[src/design/wiper_pkg.sv]
package wiper_pkg;

    ////////////////////////////////////////////////////////////////////////////
    // clock and non-volatile write timing
    localparam int CLK_PERIOD_NS = 100;      // system clock period
    localparam int NV_WRITE_NS   = 5000000;  // internal non-volatile write cycle
    // least time, so round up to whole cycles
    localparam int NV_WRITE_CYC  = (NV_WRITE_NS + CLK_PERIOD_NS - 1) / CLK_PERIOD_NS;
    localparam int BUSY_W        = 16;       // width of the write-cycle counter

    ////////////////////////////////////////////////////////////////////////////
    // array geometry
    localparam int N_POTS  = 4;   // potentiometers
    localparam int N_SAVED = 4;   // saved settings per potentiometer
    localparam int POS_W   = 6;   // wiper position width
    localparam int N_TAPS  = 64;  // 63 series elements give 64 taps

    ////////////////////////////////////////////////////////////////////////////
    // values
    localparam logic [3:0]        BYTE_BITS   = 4'h8;
    localparam logic [3:0]        CNT_ONE     = 4'h1;
    localparam logic [2:0]        FAMILY_CODE = 3'h5;  // arbitrary fixed address part
    localparam logic [POS_W-1:0]  WIPER_RESET = 6'h00;
    localparam logic [POS_W-1:0]  SAVED_RESET = 6'h20;
    localparam logic [POS_W-1:0]  POS_MAX     = 6'h3f;
    localparam logic [POS_W-1:0]  POS_MIN     = 6'h00;
    localparam logic [POS_W-1:0]  POS_ONE     = 6'h01;
    localparam logic [N_TAPS-1:0] TAP_ONE     = 64'h1;
    localparam logic [BUSY_W-1:0] BUSY_ONE    = 16'h1;
    localparam logic [BUSY_W-1:0] BUSY_ZERO   = 16'h0;

    ////////////////////////////////////////////////////////////////////////////
    // instruction opcodes (upper nibble of the instruction byte)
    localparam logic [3:0] OP_RD_WIPER = 4'h9;  // read wiper position
    localparam logic [3:0] OP_WR_WIPER = 4'ha;  // write wiper position
    localparam logic [3:0] OP_RD_SAVED = 4'hb;  // read saved setting
    localparam logic [3:0] OP_WR_SAVED = 4'hc;  // write saved setting
    localparam logic [3:0] OP_RECALL   = 4'hd;  // saved setting -> wiper
    localparam logic [3:0] OP_STORE    = 4'he;  // wiper -> saved setting
    localparam logic [3:0] OP_STEP     = 4'h2;  // increment/decrement mode

    ////////////////////////////////////////////////////////////////////////////
    // types
    typedef struct packed {
        logic [3:0] op;   // opcode
        logic [1:0] pot;  // potentiometer select
        logic [1:0] idx;  // saved setting select
    } instr_t;

    typedef struct packed {
        logic scl;
        logic sda;
    } pins_t;

    typedef enum logic [2:0] {
        ST_IDLE, ST_ADDR, ST_ACK, ST_INSTR, ST_RX, ST_TX, ST_MACK
    } state_t;

endpackage

[src/design/quad_wiper_i2c_control.sv]
`timescale 1ns/1ns
module quad_wiper_i2c_control
    import wiper_pkg::*;
#(
    parameter logic [BUSY_W-1:0] NV_WRITE_CYCLES = BUSY_W'(NV_WRITE_CYC)
) (
    // clock and reset
    input  wire logic                           i_clk,
    input  wire logic                           i_sys_rst,
    // serial bus
    input  wire logic                           i_scl,
    input  wire logic                           i_sda,
    output logic                                o_sda_out,
    output logic                                o_sda_oe_n,
    // strap pins
    input  wire logic                           i_slave_addr_in0,
    input  wire logic                           i_slave_addr_in1,
    input  wire logic                           i_slave_addr_in2,
    input  wire logic                           i_slave_addr_in3,
    input  wire logic                           i_write_protect_n,
    // potentiometer side
    output logic [N_POTS-1:0][N_TAPS-1:0]       o_tap_sel,
    output logic [N_POTS-1:0][POS_W-1:0]        o_wiper_pos,
    output logic                                o_nv_busy
);

    ////////////////////////////////////////////////////////////////////////////
    // input synchronisers
    pins_t      pin_meta_q;      // first stage, read only by the second
    pins_t      pin_sync_q;      // usable bus levels
    pins_t      pin_prev_q;      // one cycle older, for edge finding
    logic [4:0] strap_meta_q;    // address pins and write protect, first stage
    logic [4:0] strap_sync_q;    // second stage
    logic       scl_rise;
    logic       scl_fall;
    logic       bus_start;
    logic       bus_stop;
    logic [3:0] addr_pins;
    logic       wp_open;         // high: saved-setting writes allowed

    // two flops on every pin; the serial clock is sampled, not used as a clock
    always_ff @(posedge i_clk or posedge i_sys_rst) begin
        if (i_sys_rst) begin
            pin_meta_q   <= '1;
            pin_sync_q   <= '1;
            pin_prev_q   <= '1;
            strap_meta_q <= '0;
            strap_sync_q <= '0;
        end else begin
            pin_meta_q   <= '{scl: i_scl, sda: i_sda};
            pin_sync_q   <= pin_meta_q;
            pin_prev_q   <= pin_sync_q;
            strap_meta_q <= {i_write_protect_n, i_slave_addr_in3, i_slave_addr_in2,
                             i_slave_addr_in1, i_slave_addr_in0};
            strap_sync_q <= strap_meta_q;
        end
    end

    // edges of the serial clock and bus conditions
    assign scl_rise  = pin_sync_q.scl & ~pin_prev_q.scl;
    assign scl_fall  = ~pin_sync_q.scl & pin_prev_q.scl;
    assign bus_start = pin_sync_q.scl & pin_prev_q.scl & pin_prev_q.sda & ~pin_sync_q.sda;
    assign bus_stop  = pin_sync_q.scl & pin_prev_q.scl & ~pin_prev_q.sda & pin_sync_q.sda;
    assign addr_pins = strap_sync_q[3:0];
    assign wp_open   = strap_sync_q[4];

    ////////////////////////////////////////////////////////////////////////////
    // protocol state and register file
    state_t                                  state_q, state_d;
    state_t                                  after_q, after_d;   // state after the ack bit
    logic [3:0]                              cnt_q, cnt_d;       // bits of current byte
    logic [7:0]                              shift_q, shift_d;   // byte in or out
    instr_t                                  instr_q, instr_d;   // last instruction
    logic                                    drive_q, drive_d;   // pull data line low
    logic [BUSY_W-1:0]                       busy_q, busy_d;     // write cycle remaining
    logic                                    load_q, load_d;     // power-up recall pending
    logic [N_POTS-1:0][POS_W-1:0]            wiper_q, wiper_d;   // wiper_position_reg
    logic [N_POTS-1:0][N_SAVED-1:0][POS_W-1:0] saved_q, saved_d; // saved_setting_reg
    logic [N_POTS-1:0][N_TAPS-1:0]           tap_q, tap_d;       // one-hot tap switches

    // next-state logic for the whole bus engine
    always_comb begin
        instr_t ins;
        logic   ack;
        ins     = instr_t'(shift_q);
        ack     = 1'b0;
        state_d = state_q;
        after_d = after_q;
        cnt_d   = cnt_q;
        shift_d = shift_q;
        instr_d = instr_q;
        drive_d = drive_q;
        busy_d  = busy_q;
        load_d  = 1'b0;
        wiper_d = wiper_q;
        saved_d = saved_q;
        // write cycle runs down on its own
        if (busy_q != BUSY_ZERO) begin
            busy_d = busy_q - BUSY_ONE;
        end
        // first clock after reset: recall the first saved setting
        if (load_q) begin
            for (int p = 0; p < N_POTS; p++) begin
                wiper_d[p] = saved_q[p][0];
            end
        end
        if (bus_start) begin
            // a start wins over anything in progress
            state_d = ST_ADDR;
            cnt_d   = '0;
            drive_d = 1'b0;
        end else if (bus_stop) begin
            state_d = ST_IDLE;
            drive_d = 1'b0;
        end else begin
            case (state_q)
                ST_IDLE: begin
                    state_d = ST_IDLE;
                end
                // receiving states share the shifter
                ST_ADDR, ST_INSTR, ST_RX: begin
                    if (scl_rise && cnt_q != BYTE_BITS) begin
                        shift_d = {shift_q[6:0], pin_sync_q.sda};
                        cnt_d   = cnt_q + CNT_ONE;
                    end else if (scl_fall && cnt_q == BYTE_BITS) begin
                        cnt_d = '0;
                        if (state_q == ST_ADDR) begin
                            // write direction only; stay silent while busy or loading
                            ack     = (shift_q == {FAMILY_CODE, addr_pins, 1'b0})
                                      && busy_q == BUSY_ZERO && !load_q;
                            after_d = ST_INSTR;
                        end else if (state_q == ST_INSTR) begin
                            instr_d = ins;
                            ack     = 1'b1;
                            after_d = ST_IDLE;
                            case (ins.op)
                                OP_RD_WIPER: begin
                                    shift_d = {2'b00, wiper_q[ins.pot]};
                                    after_d = ST_TX;
                                end
                                OP_RD_SAVED: begin
                                    shift_d = {2'b00, saved_q[ins.pot][ins.idx]};
                                    after_d = ST_TX;
                                end
                                OP_WR_WIPER, OP_WR_SAVED, OP_STEP: begin
                                    after_d = ST_RX;
                                end
                                OP_RECALL: begin
                                    wiper_d[ins.pot] = saved_q[ins.pot][ins.idx];
                                end
                                OP_STORE: begin
                                    ack = wp_open;
                                    if (wp_open) begin
                                        saved_d[ins.pot][ins.idx] = wiper_q[ins.pot];
                                        busy_d = NV_WRITE_CYCLES;
                                    end
                                end
                                default: begin
                                    ack = 1'b0;
                                end
                            endcase
                        end else begin
                            ack     = 1'b1;
                            after_d = ST_IDLE;
                            case (instr_q.op)
                                OP_WR_WIPER: begin
                                    // wiper changes are allowed even when protected
                                    wiper_d[instr_q.pot] = shift_q[POS_W-1:0];
                                end
                                OP_WR_SAVED: begin
                                    ack = wp_open;
                                    if (wp_open) begin
                                        saved_d[instr_q.pot][instr_q.idx] = shift_q[POS_W-1:0];
                                        busy_d = NV_WRITE_CYCLES;
                                    end
                                end
                                OP_STEP: begin
                                    // one step per byte, bit 0 picks the direction
                                    after_d = ST_RX;
                                    if (shift_q[0] && wiper_q[instr_q.pot] != POS_MAX) begin
                                        wiper_d[instr_q.pot] = wiper_q[instr_q.pot] + POS_ONE;
                                    end else if (!shift_q[0]
                                                 && wiper_q[instr_q.pot] != POS_MIN) begin
                                        wiper_d[instr_q.pot] = wiper_q[instr_q.pot] - POS_ONE;
                                    end
                                end
                                default: begin
                                    ack = 1'b0;
                                end
                            endcase
                        end
                        drive_d = ack;
                        state_d = ack ? ST_ACK : ST_IDLE;
                    end
                end
                // hold the ack low for one bit, then release or send
                ST_ACK: begin
                    if (scl_fall) begin
                        state_d = after_q;
                        cnt_d   = '0;
                        drive_d = 1'b0;
                        if (after_q == ST_TX) begin
                            drive_d = ~shift_q[7];
                            shift_d = {shift_q[6:0], 1'b0};
                            cnt_d   = CNT_ONE;
                        end
                    end
                end
                // data out, msb first, changed on falling clock
                ST_TX: begin
                    if (scl_fall) begin
                        if (cnt_q == BYTE_BITS) begin
                            drive_d = 1'b0;
                            state_d = ST_MACK;
                        end else begin
                            drive_d = ~shift_q[7];
                            shift_d = {shift_q[6:0], 1'b0};
                            cnt_d   = cnt_q + CNT_ONE;
                        end
                    end
                end
                // master's ack or nack ends the read either way
                ST_MACK: begin
                    if (scl_rise) begin
                        state_d = ST_IDLE;
                    end
                end
                default: begin
                    state_d = ST_IDLE;
                    drive_d = 1'b0;
                end
            endcase
        end
    end

    // tap decode: a shift of a single one can never close two switches
    for (genvar g = 0; g < N_POTS; g++) begin : g_tap
        assign tap_d[g] = TAP_ONE << wiper_d[g];
    end

    // registers of the bus engine and the register file
    always_ff @(posedge i_clk or posedge i_sys_rst) begin
        if (i_sys_rst) begin
            state_q <= ST_IDLE;
            after_q <= ST_IDLE;
            cnt_q   <= '0;
            shift_q <= '0;
            instr_q <= '0;
            drive_q <= 1'b0;
            busy_q  <= BUSY_ZERO;
            load_q  <= 1'b1;
            wiper_q <= {N_POTS{WIPER_RESET}};
            saved_q <= {(N_POTS * N_SAVED){SAVED_RESET}};
            tap_q   <= {N_POTS{TAP_ONE}};
        end else begin
            state_q <= state_d;
            after_q <= after_d;
            cnt_q   <= cnt_d;
            shift_q <= shift_d;
            instr_q <= instr_d;
            drive_q <= drive_d;
            busy_q  <= busy_d;
            load_q  <= load_d;
            wiper_q <= wiper_d;
            saved_q <= saved_d;
            tap_q   <= tap_d;
        end
    end

    ////////////////////////////////////////////////////////////////////////////
    // outputs
    assign o_sda_out   = 1'b0;        // only ever pulls low
    assign o_sda_oe_n  = ~drive_q;
    assign o_tap_sel   = tap_q;
    assign o_wiper_pos = wiper_q;
    assign o_nv_busy   = (busy_q != BUSY_ZERO);

endmodule

[config.mk]
export PLATFORM = sky130hd
export DESIGN_NAME = quad_wiper_i2c_control
export DESIGN_NICKNAME = d
export VERILOG_FILES = /design/src/design/wiper_pkg.sv /design/src/design/quad_wiper_i2c_control.sv
export SDC_FILE = /design/constraint.sdc
export NUM_CORES = 1
export LEC_CHECK = 0
export ABC_CLOCK_PERIOD_IN_PS = 11800
export BUFFER_PORTS_ARGS = -buffer_cell sky130_fd_sc_hd__buf_4
export CELL_PAD_IN_SITES_DETAIL_PLACEMENT = 0
export CELL_PAD_IN_SITES_GLOBAL_PLACEMENT = 1
export CORE_MARGIN = 5
export CORE_UTILIZATION = 40
export CTS_CLUSTER_SIZE = 25
export DETAILED_ROUTE_END_ITERATION = 16
export GPL_ROUTABILITY_DRIVEN = 0
export PLACE_DENSITY_LB_ADDON = 0.1
export RECOVER_POWER = 25
export SLEW_MARGIN = 20
export SYNTH_ARGS = -nofsm -noshare
export SYNTH_HDL_FRONTEND = slang
export SYNTH_SLANG_ARGS = --single-unit
[constraint.sdc]
create_clock -name i_clk -period 11.8 [get_ports i_clk]
set_input_delay 0.59 -clock i_clk [delete_from_list [all_inputs] [get_ports i_clk]]
set_output_delay 0.59 -clock i_clk [all_outputs]
set_load 0.1 [all_outputs]
==> results.rst <==
.. list-table::
   :header-rows: 1

   * - Metric
     - Value
   * - Outcome
     - complete, but fails checks
   * - Violations in the final reports
     - capacitance limit, slew limit
   * - IO buf count
     - 290
   * - Post-synth cell types
     - 87
   * - Chip width
     - 237.6 µm
   * - Leakage power summed over all cells
     - 10.46 nW
   * - Relative area change from synthesis to final layout
     - 18.27%
   * - Maximum resistive drop on vdd
     - 0.00009548 V
   * - Final period util
     - 48.54%
   * - Number of violations reported at the end of detailed-routing iteration 0
     - 1715
   * - Ports placed on the boundary
     - 292
   * - Highest routing layer actually used
     - met5
   * - Core Util, Final
     - 47.78%
   * - Number of nets in the layout
     - 2342
   * - Post-CTS resize count
     - 0
   * - Post-synthesis sequential area ratio
     - 52.81%
   * - Maximum buffer depth of the clock tree
     - 3
   * - Final HPWL DP
     - 51180 µm
   * - ANT nets after route
     - 0
   * - Main flop type after synthesis
     - sky130_fd_sc_hd__dfrtp_1
   * - Final cell area excluding filler cells
     - 0.02451 mm²
   * - Unrepaired setup endpoints after global routing
     - no
   * - Source-to-sink clock delay at the later pin of the worst-skew pair
     - 0.58 ns
   * - Hold-fix buffers at CTS
     - 0
   * - Detail-routed via count per cell
     - 5.839
   * - Mean post-synth cell area
     - 9.832 µm²
   * - Placement-stage cell area
     - 0.02338 mm²
   * - Total count of hold-check failures in the final report
     - 0
   * - WL met3
     - 5959 µm
   * - Root buffer cell
     - sky130_fd_sc_hd__clkbuf_16
   * - Max stage delay cell, worst path
     - sky130_fd_sc_hd__clkbuf_1
   * - Initial Utilization
     - 40.40%
   * - Number of global-route vias before repair
     - 17520
   * - Highest Clock Rate
     - 0.1746 GHz
   * - Fillers
     - 5028
   * - Areal power density over the cells
     - 130.5 mW/mm²
   * - H-tree depth
     - 2
   * - Critical Path RT
     - 12.40 ns
   * - Final Max Slew Viols
     - 175
   * - Final global-route overflow total
     - 0
   * - Cells along the critical path
     - clkbuf_4 > clkinvlp_2 > clkbuf_1 > buf_4 > buf_4
   * - Worst clock skew
     - 0.008899 ns
   * - Number of antenna violations at the first check in global routing
     - 1
   * - Fraction of synthesized cell area taken by the top area cell type
     - 49.38%
   * - Minimum clock period
     - 5.728 ns
   * - CP max FO
     - 67
   * - Worst path bufs/invs
     - 5
   * - Pre-Repair DR Iteration Count
     - 5
   * - Fraction of registers with async set or reset after synthesis
     - 100.0%
   * - Total negative slack
     - 0 ns
   * - Post-Synthesis Cell Area
     - 0.02072 mm²
   * - Arrival time at the worst endpoint
     - 6.33 ns
   * - Clock net sink count
     - 436
   * - Vert. Die Dim
     - 237.6 µm
   * - Global-route wire length before repair
     - 111900 µm
   * - Post-synth EDFFs
     - 0
   * - Cell with the most instances after synthesis
     - sky130_fd_sc_hd__dfrtp_1
   * - Setup-failing EPs final
     - 0
   * - Yosys top cell by area
     - sky130_fd_sc_hd__dfrtp_1
   * - Global router's overall resource usage
     - 25.41%
   * - Worst-margin pin slew
     - 3.597 ns
   * - Met2 routed wirelength
     - 34300 µm
   * - Number of remaining DRC errors
     - 0
   * - Synth warn
     - 0
   * - Number of post-CTS setup repair buffers
     - 0
   * - Post-route met1 wirelength
     - 31070 µm
   * - Vias
     - 17790
   * - Largest net degree at the start of global routing
     - 71
   * - Clock tree from TritonCTS
     - built
   * - Synthesized netlist cell count
     - 2108
   * - Worst rel slew slack
     - -139.8%
   * - Synth top cells by count
     - 409 x sky130_fd_sc_hd__dfrtp_1, 266 x sky130_fd_sc_hd__nand2_1, 184 x sky130_fd_sc_hd__o21ai_0, 174 x sky130_fd_sc_hd__nor2_1, 171 x sky130_fd_sc_hd__nor3_1
   * - CP top delay family
     - buffers and inverters
   * - DIE AREA
     - 0.05646 mm²
   * - Share of final-layout standard cells stronger than drive strength 1
     - 15.72%
   * - Category of the critical setup timing path
     - in2async
   * - Critical path capture point type
     - async pin
   * - CTS buffer count
     - 49
   * - Worst path max stage delay
     - 2.61 ns
   * - Flip-flop and latch count after synthesis
     - 436
   * - Top area cells in the synthesized netlist
     - sky130_fd_sc_hd__dfrtp_1 49%, sky130_fd_sc_hd__nand2_1 4.8%, sky130_fd_sc_hd__o21ai_0 4.4%, sky130_fd_sc_hd__nor3_1 4.1%, sky130_fd_sc_hd__dfstp_2 3.4%
   * - Core area
     - 0.05130 mm²
   * - Antenna Cells
     - 0
   * - Type of the worst min-delay path
     - in2reg
   * - Worst path most repeated cell
     - sky130_fd_sc_hd__buf_4
   * - Reg clk slew, reported paths
     - 0.06 ns
   * - Nature of the critical path startpoint
     - input port
   * - Routed Wire Length
     - 74270 µm
   * - Final routed wire length divided by cell count
     - 24.37 µm
   * - Row count
     - 83
   * - Count of max-cap constraint violations
     - 3
-- through the flow --
stage | std cells | power (mW) | setup slack (ns) | hold slack [ns]
finish | 3047 | 3.199 | 6.072 | 0.1160
global route | 3047 | 3.306 | 4.774 | 0.08870
CTS | 3047 | 3.239 | 6.801 | 0.07868
detailed placement | 2956 | 1.600 | 6.880 | 0.3347
global placement | 2954 | 1.600 | 6.899 | 0.3326
floorplan | 2109 | 1.578 | 5.343 | 0.3312
-- cell type report --
type / instances / area [µm²] / share of cell area [%]
clock buffers: 68 / 1388 / 5.661
clock inverters: 23 / 347.8 / 1.419
inverters: 31 / 120.1 / 0.4900
multi-input cells: 1480 / 8994 / 36.69
flip-flops and latches: 436 / 10950 / 44.66
well taps: 680 / 850.8 / 3.471
repair buffers: 329 / 1866 / 7.611
-- where the power goes --
| part | total (mW) | leakage [nW] | internal, mW | switching, mW |
|---|---|---|---|---|
| clock | 1.63 | 0.850 | 1.00 | 0.626 |
| sequential | 1.51 | 5.97 | 1.50 | 0.00522 |
| combinational | 0.0665 | 3.64 | 0.0126 | 0.0539 |
-- cells in the final DEF (no fill, tap or decap), drive strengths merged, types with 19 or more instances in the layout --
| cell | instances |
|---|---|
| dfrtp | 409 |
| a22oi | 19 |
| mux2 | 32 |
| nor2 | 174 |
| o22a | 68 |
| nor4 | 48 |
| inv | 33 |
| nor3 | 171 |
| nand3 | 58 |
| nand2b | 21 |
| a21oi | 72 |
| o21ai | 193 |
| clkbuf | 237 |
| mux2i | 45 |
| nand2 | 266 |
| dfstp | 27 |
| buf | 160 |
| mux4 | 26 |
-- flip-flops by register name, summed over array words and instances (netlist names), 4 cells and up --
| register | flops |
|---|---|
| strap_meta_q | 5 |
| strap_sync_q | 5 |
| saved_q | 96 |
| shift_q | 8 |
| instr_q | 8 |
| o_wiper_pos | 24 |
| o_tap_sel | 256 |
| cnt_q | 4 |
| busy_q | 16 |
-- worst paths after layout --
kind,slack [ns],depth (start not counted),to,startpoint
setup / recovery,6.07,5,o_tap_sel[168]$_DFF_PP0_,i_sys_rst
setup reg to reg,6.71,10,o_tap_sel[63]$_DFF_PP0_,instr_q[2]$_DFFE_PP0P_
min in group asynchronous,0.49,2,o_tap_sel[22]$_DFF_PP0_,i_sys_rst
max in group i_clk,6.71,10,o_tap_sel[63]$_DFF_PP0_,instr_q[2]$_DFFE_PP0P_
hold reg to reg,0.35,0,strap_sync_q[2]$_DFF_PP0_,strap_meta_q[2]$_DFF_PP0_
hold / removal,0.12,1,pin_meta_q[0]$_DFF_PP1_,i_sda
-- cells by family (layout without fill, tap and decap cells) --
group / Yosys count / count (layout) / share of synthesized area, %
XOR/XNOR: 25 / 25 / 1.057
other: 1 / 2 / 0.01809
AO/OA/AOI/OAI: 496 / 496 / 15.70
flip-flops: 436 / 436 / 52.81
adder cells (fa/ha/maj): 6 / 6 / 0.3622
AND/OR/NAND/NOR: 848 / 848 / 19.38
multiplexers: 103 / 103 / 6.737
buffers and inverters: 193 / 451 / 3.936
-- metal layers --
layer  global-route usage, %  vias to the layer above
met4                   8.763                        2
met5                       0                        -
li1                        -                     8026
met1                   34.27                     8742
met3                   5.755                      203
met2                   40.80                      817
-- worst reg2reg max path, cell delays in order (launching register included) --
cell and delay (ns):
sky130_fd_sc_hd__dfrtp_1 0.86, sky130_fd_sc_hd__mux4_2 0.71, sky130_fd_sc_hd__ha_1 0.36, sky130_fd_sc_hd__and2_1 0.20, sky130_fd_sc_hd__a22o_1 0.29, sky130_fd_sc_hd__a31o_1 0.42, sky130_fd_sc_hd__o21ai_1 0.32, sky130_fd_sc_hd__a21oi_2 0.17
sky130_fd_sc_hd__a221oi_2 0.49, sky130_fd_sc_hd__o21a_1 0.89, sky130_fd_sc_hd__nor4_1 0.19
(Power assumes the default switching activity.)
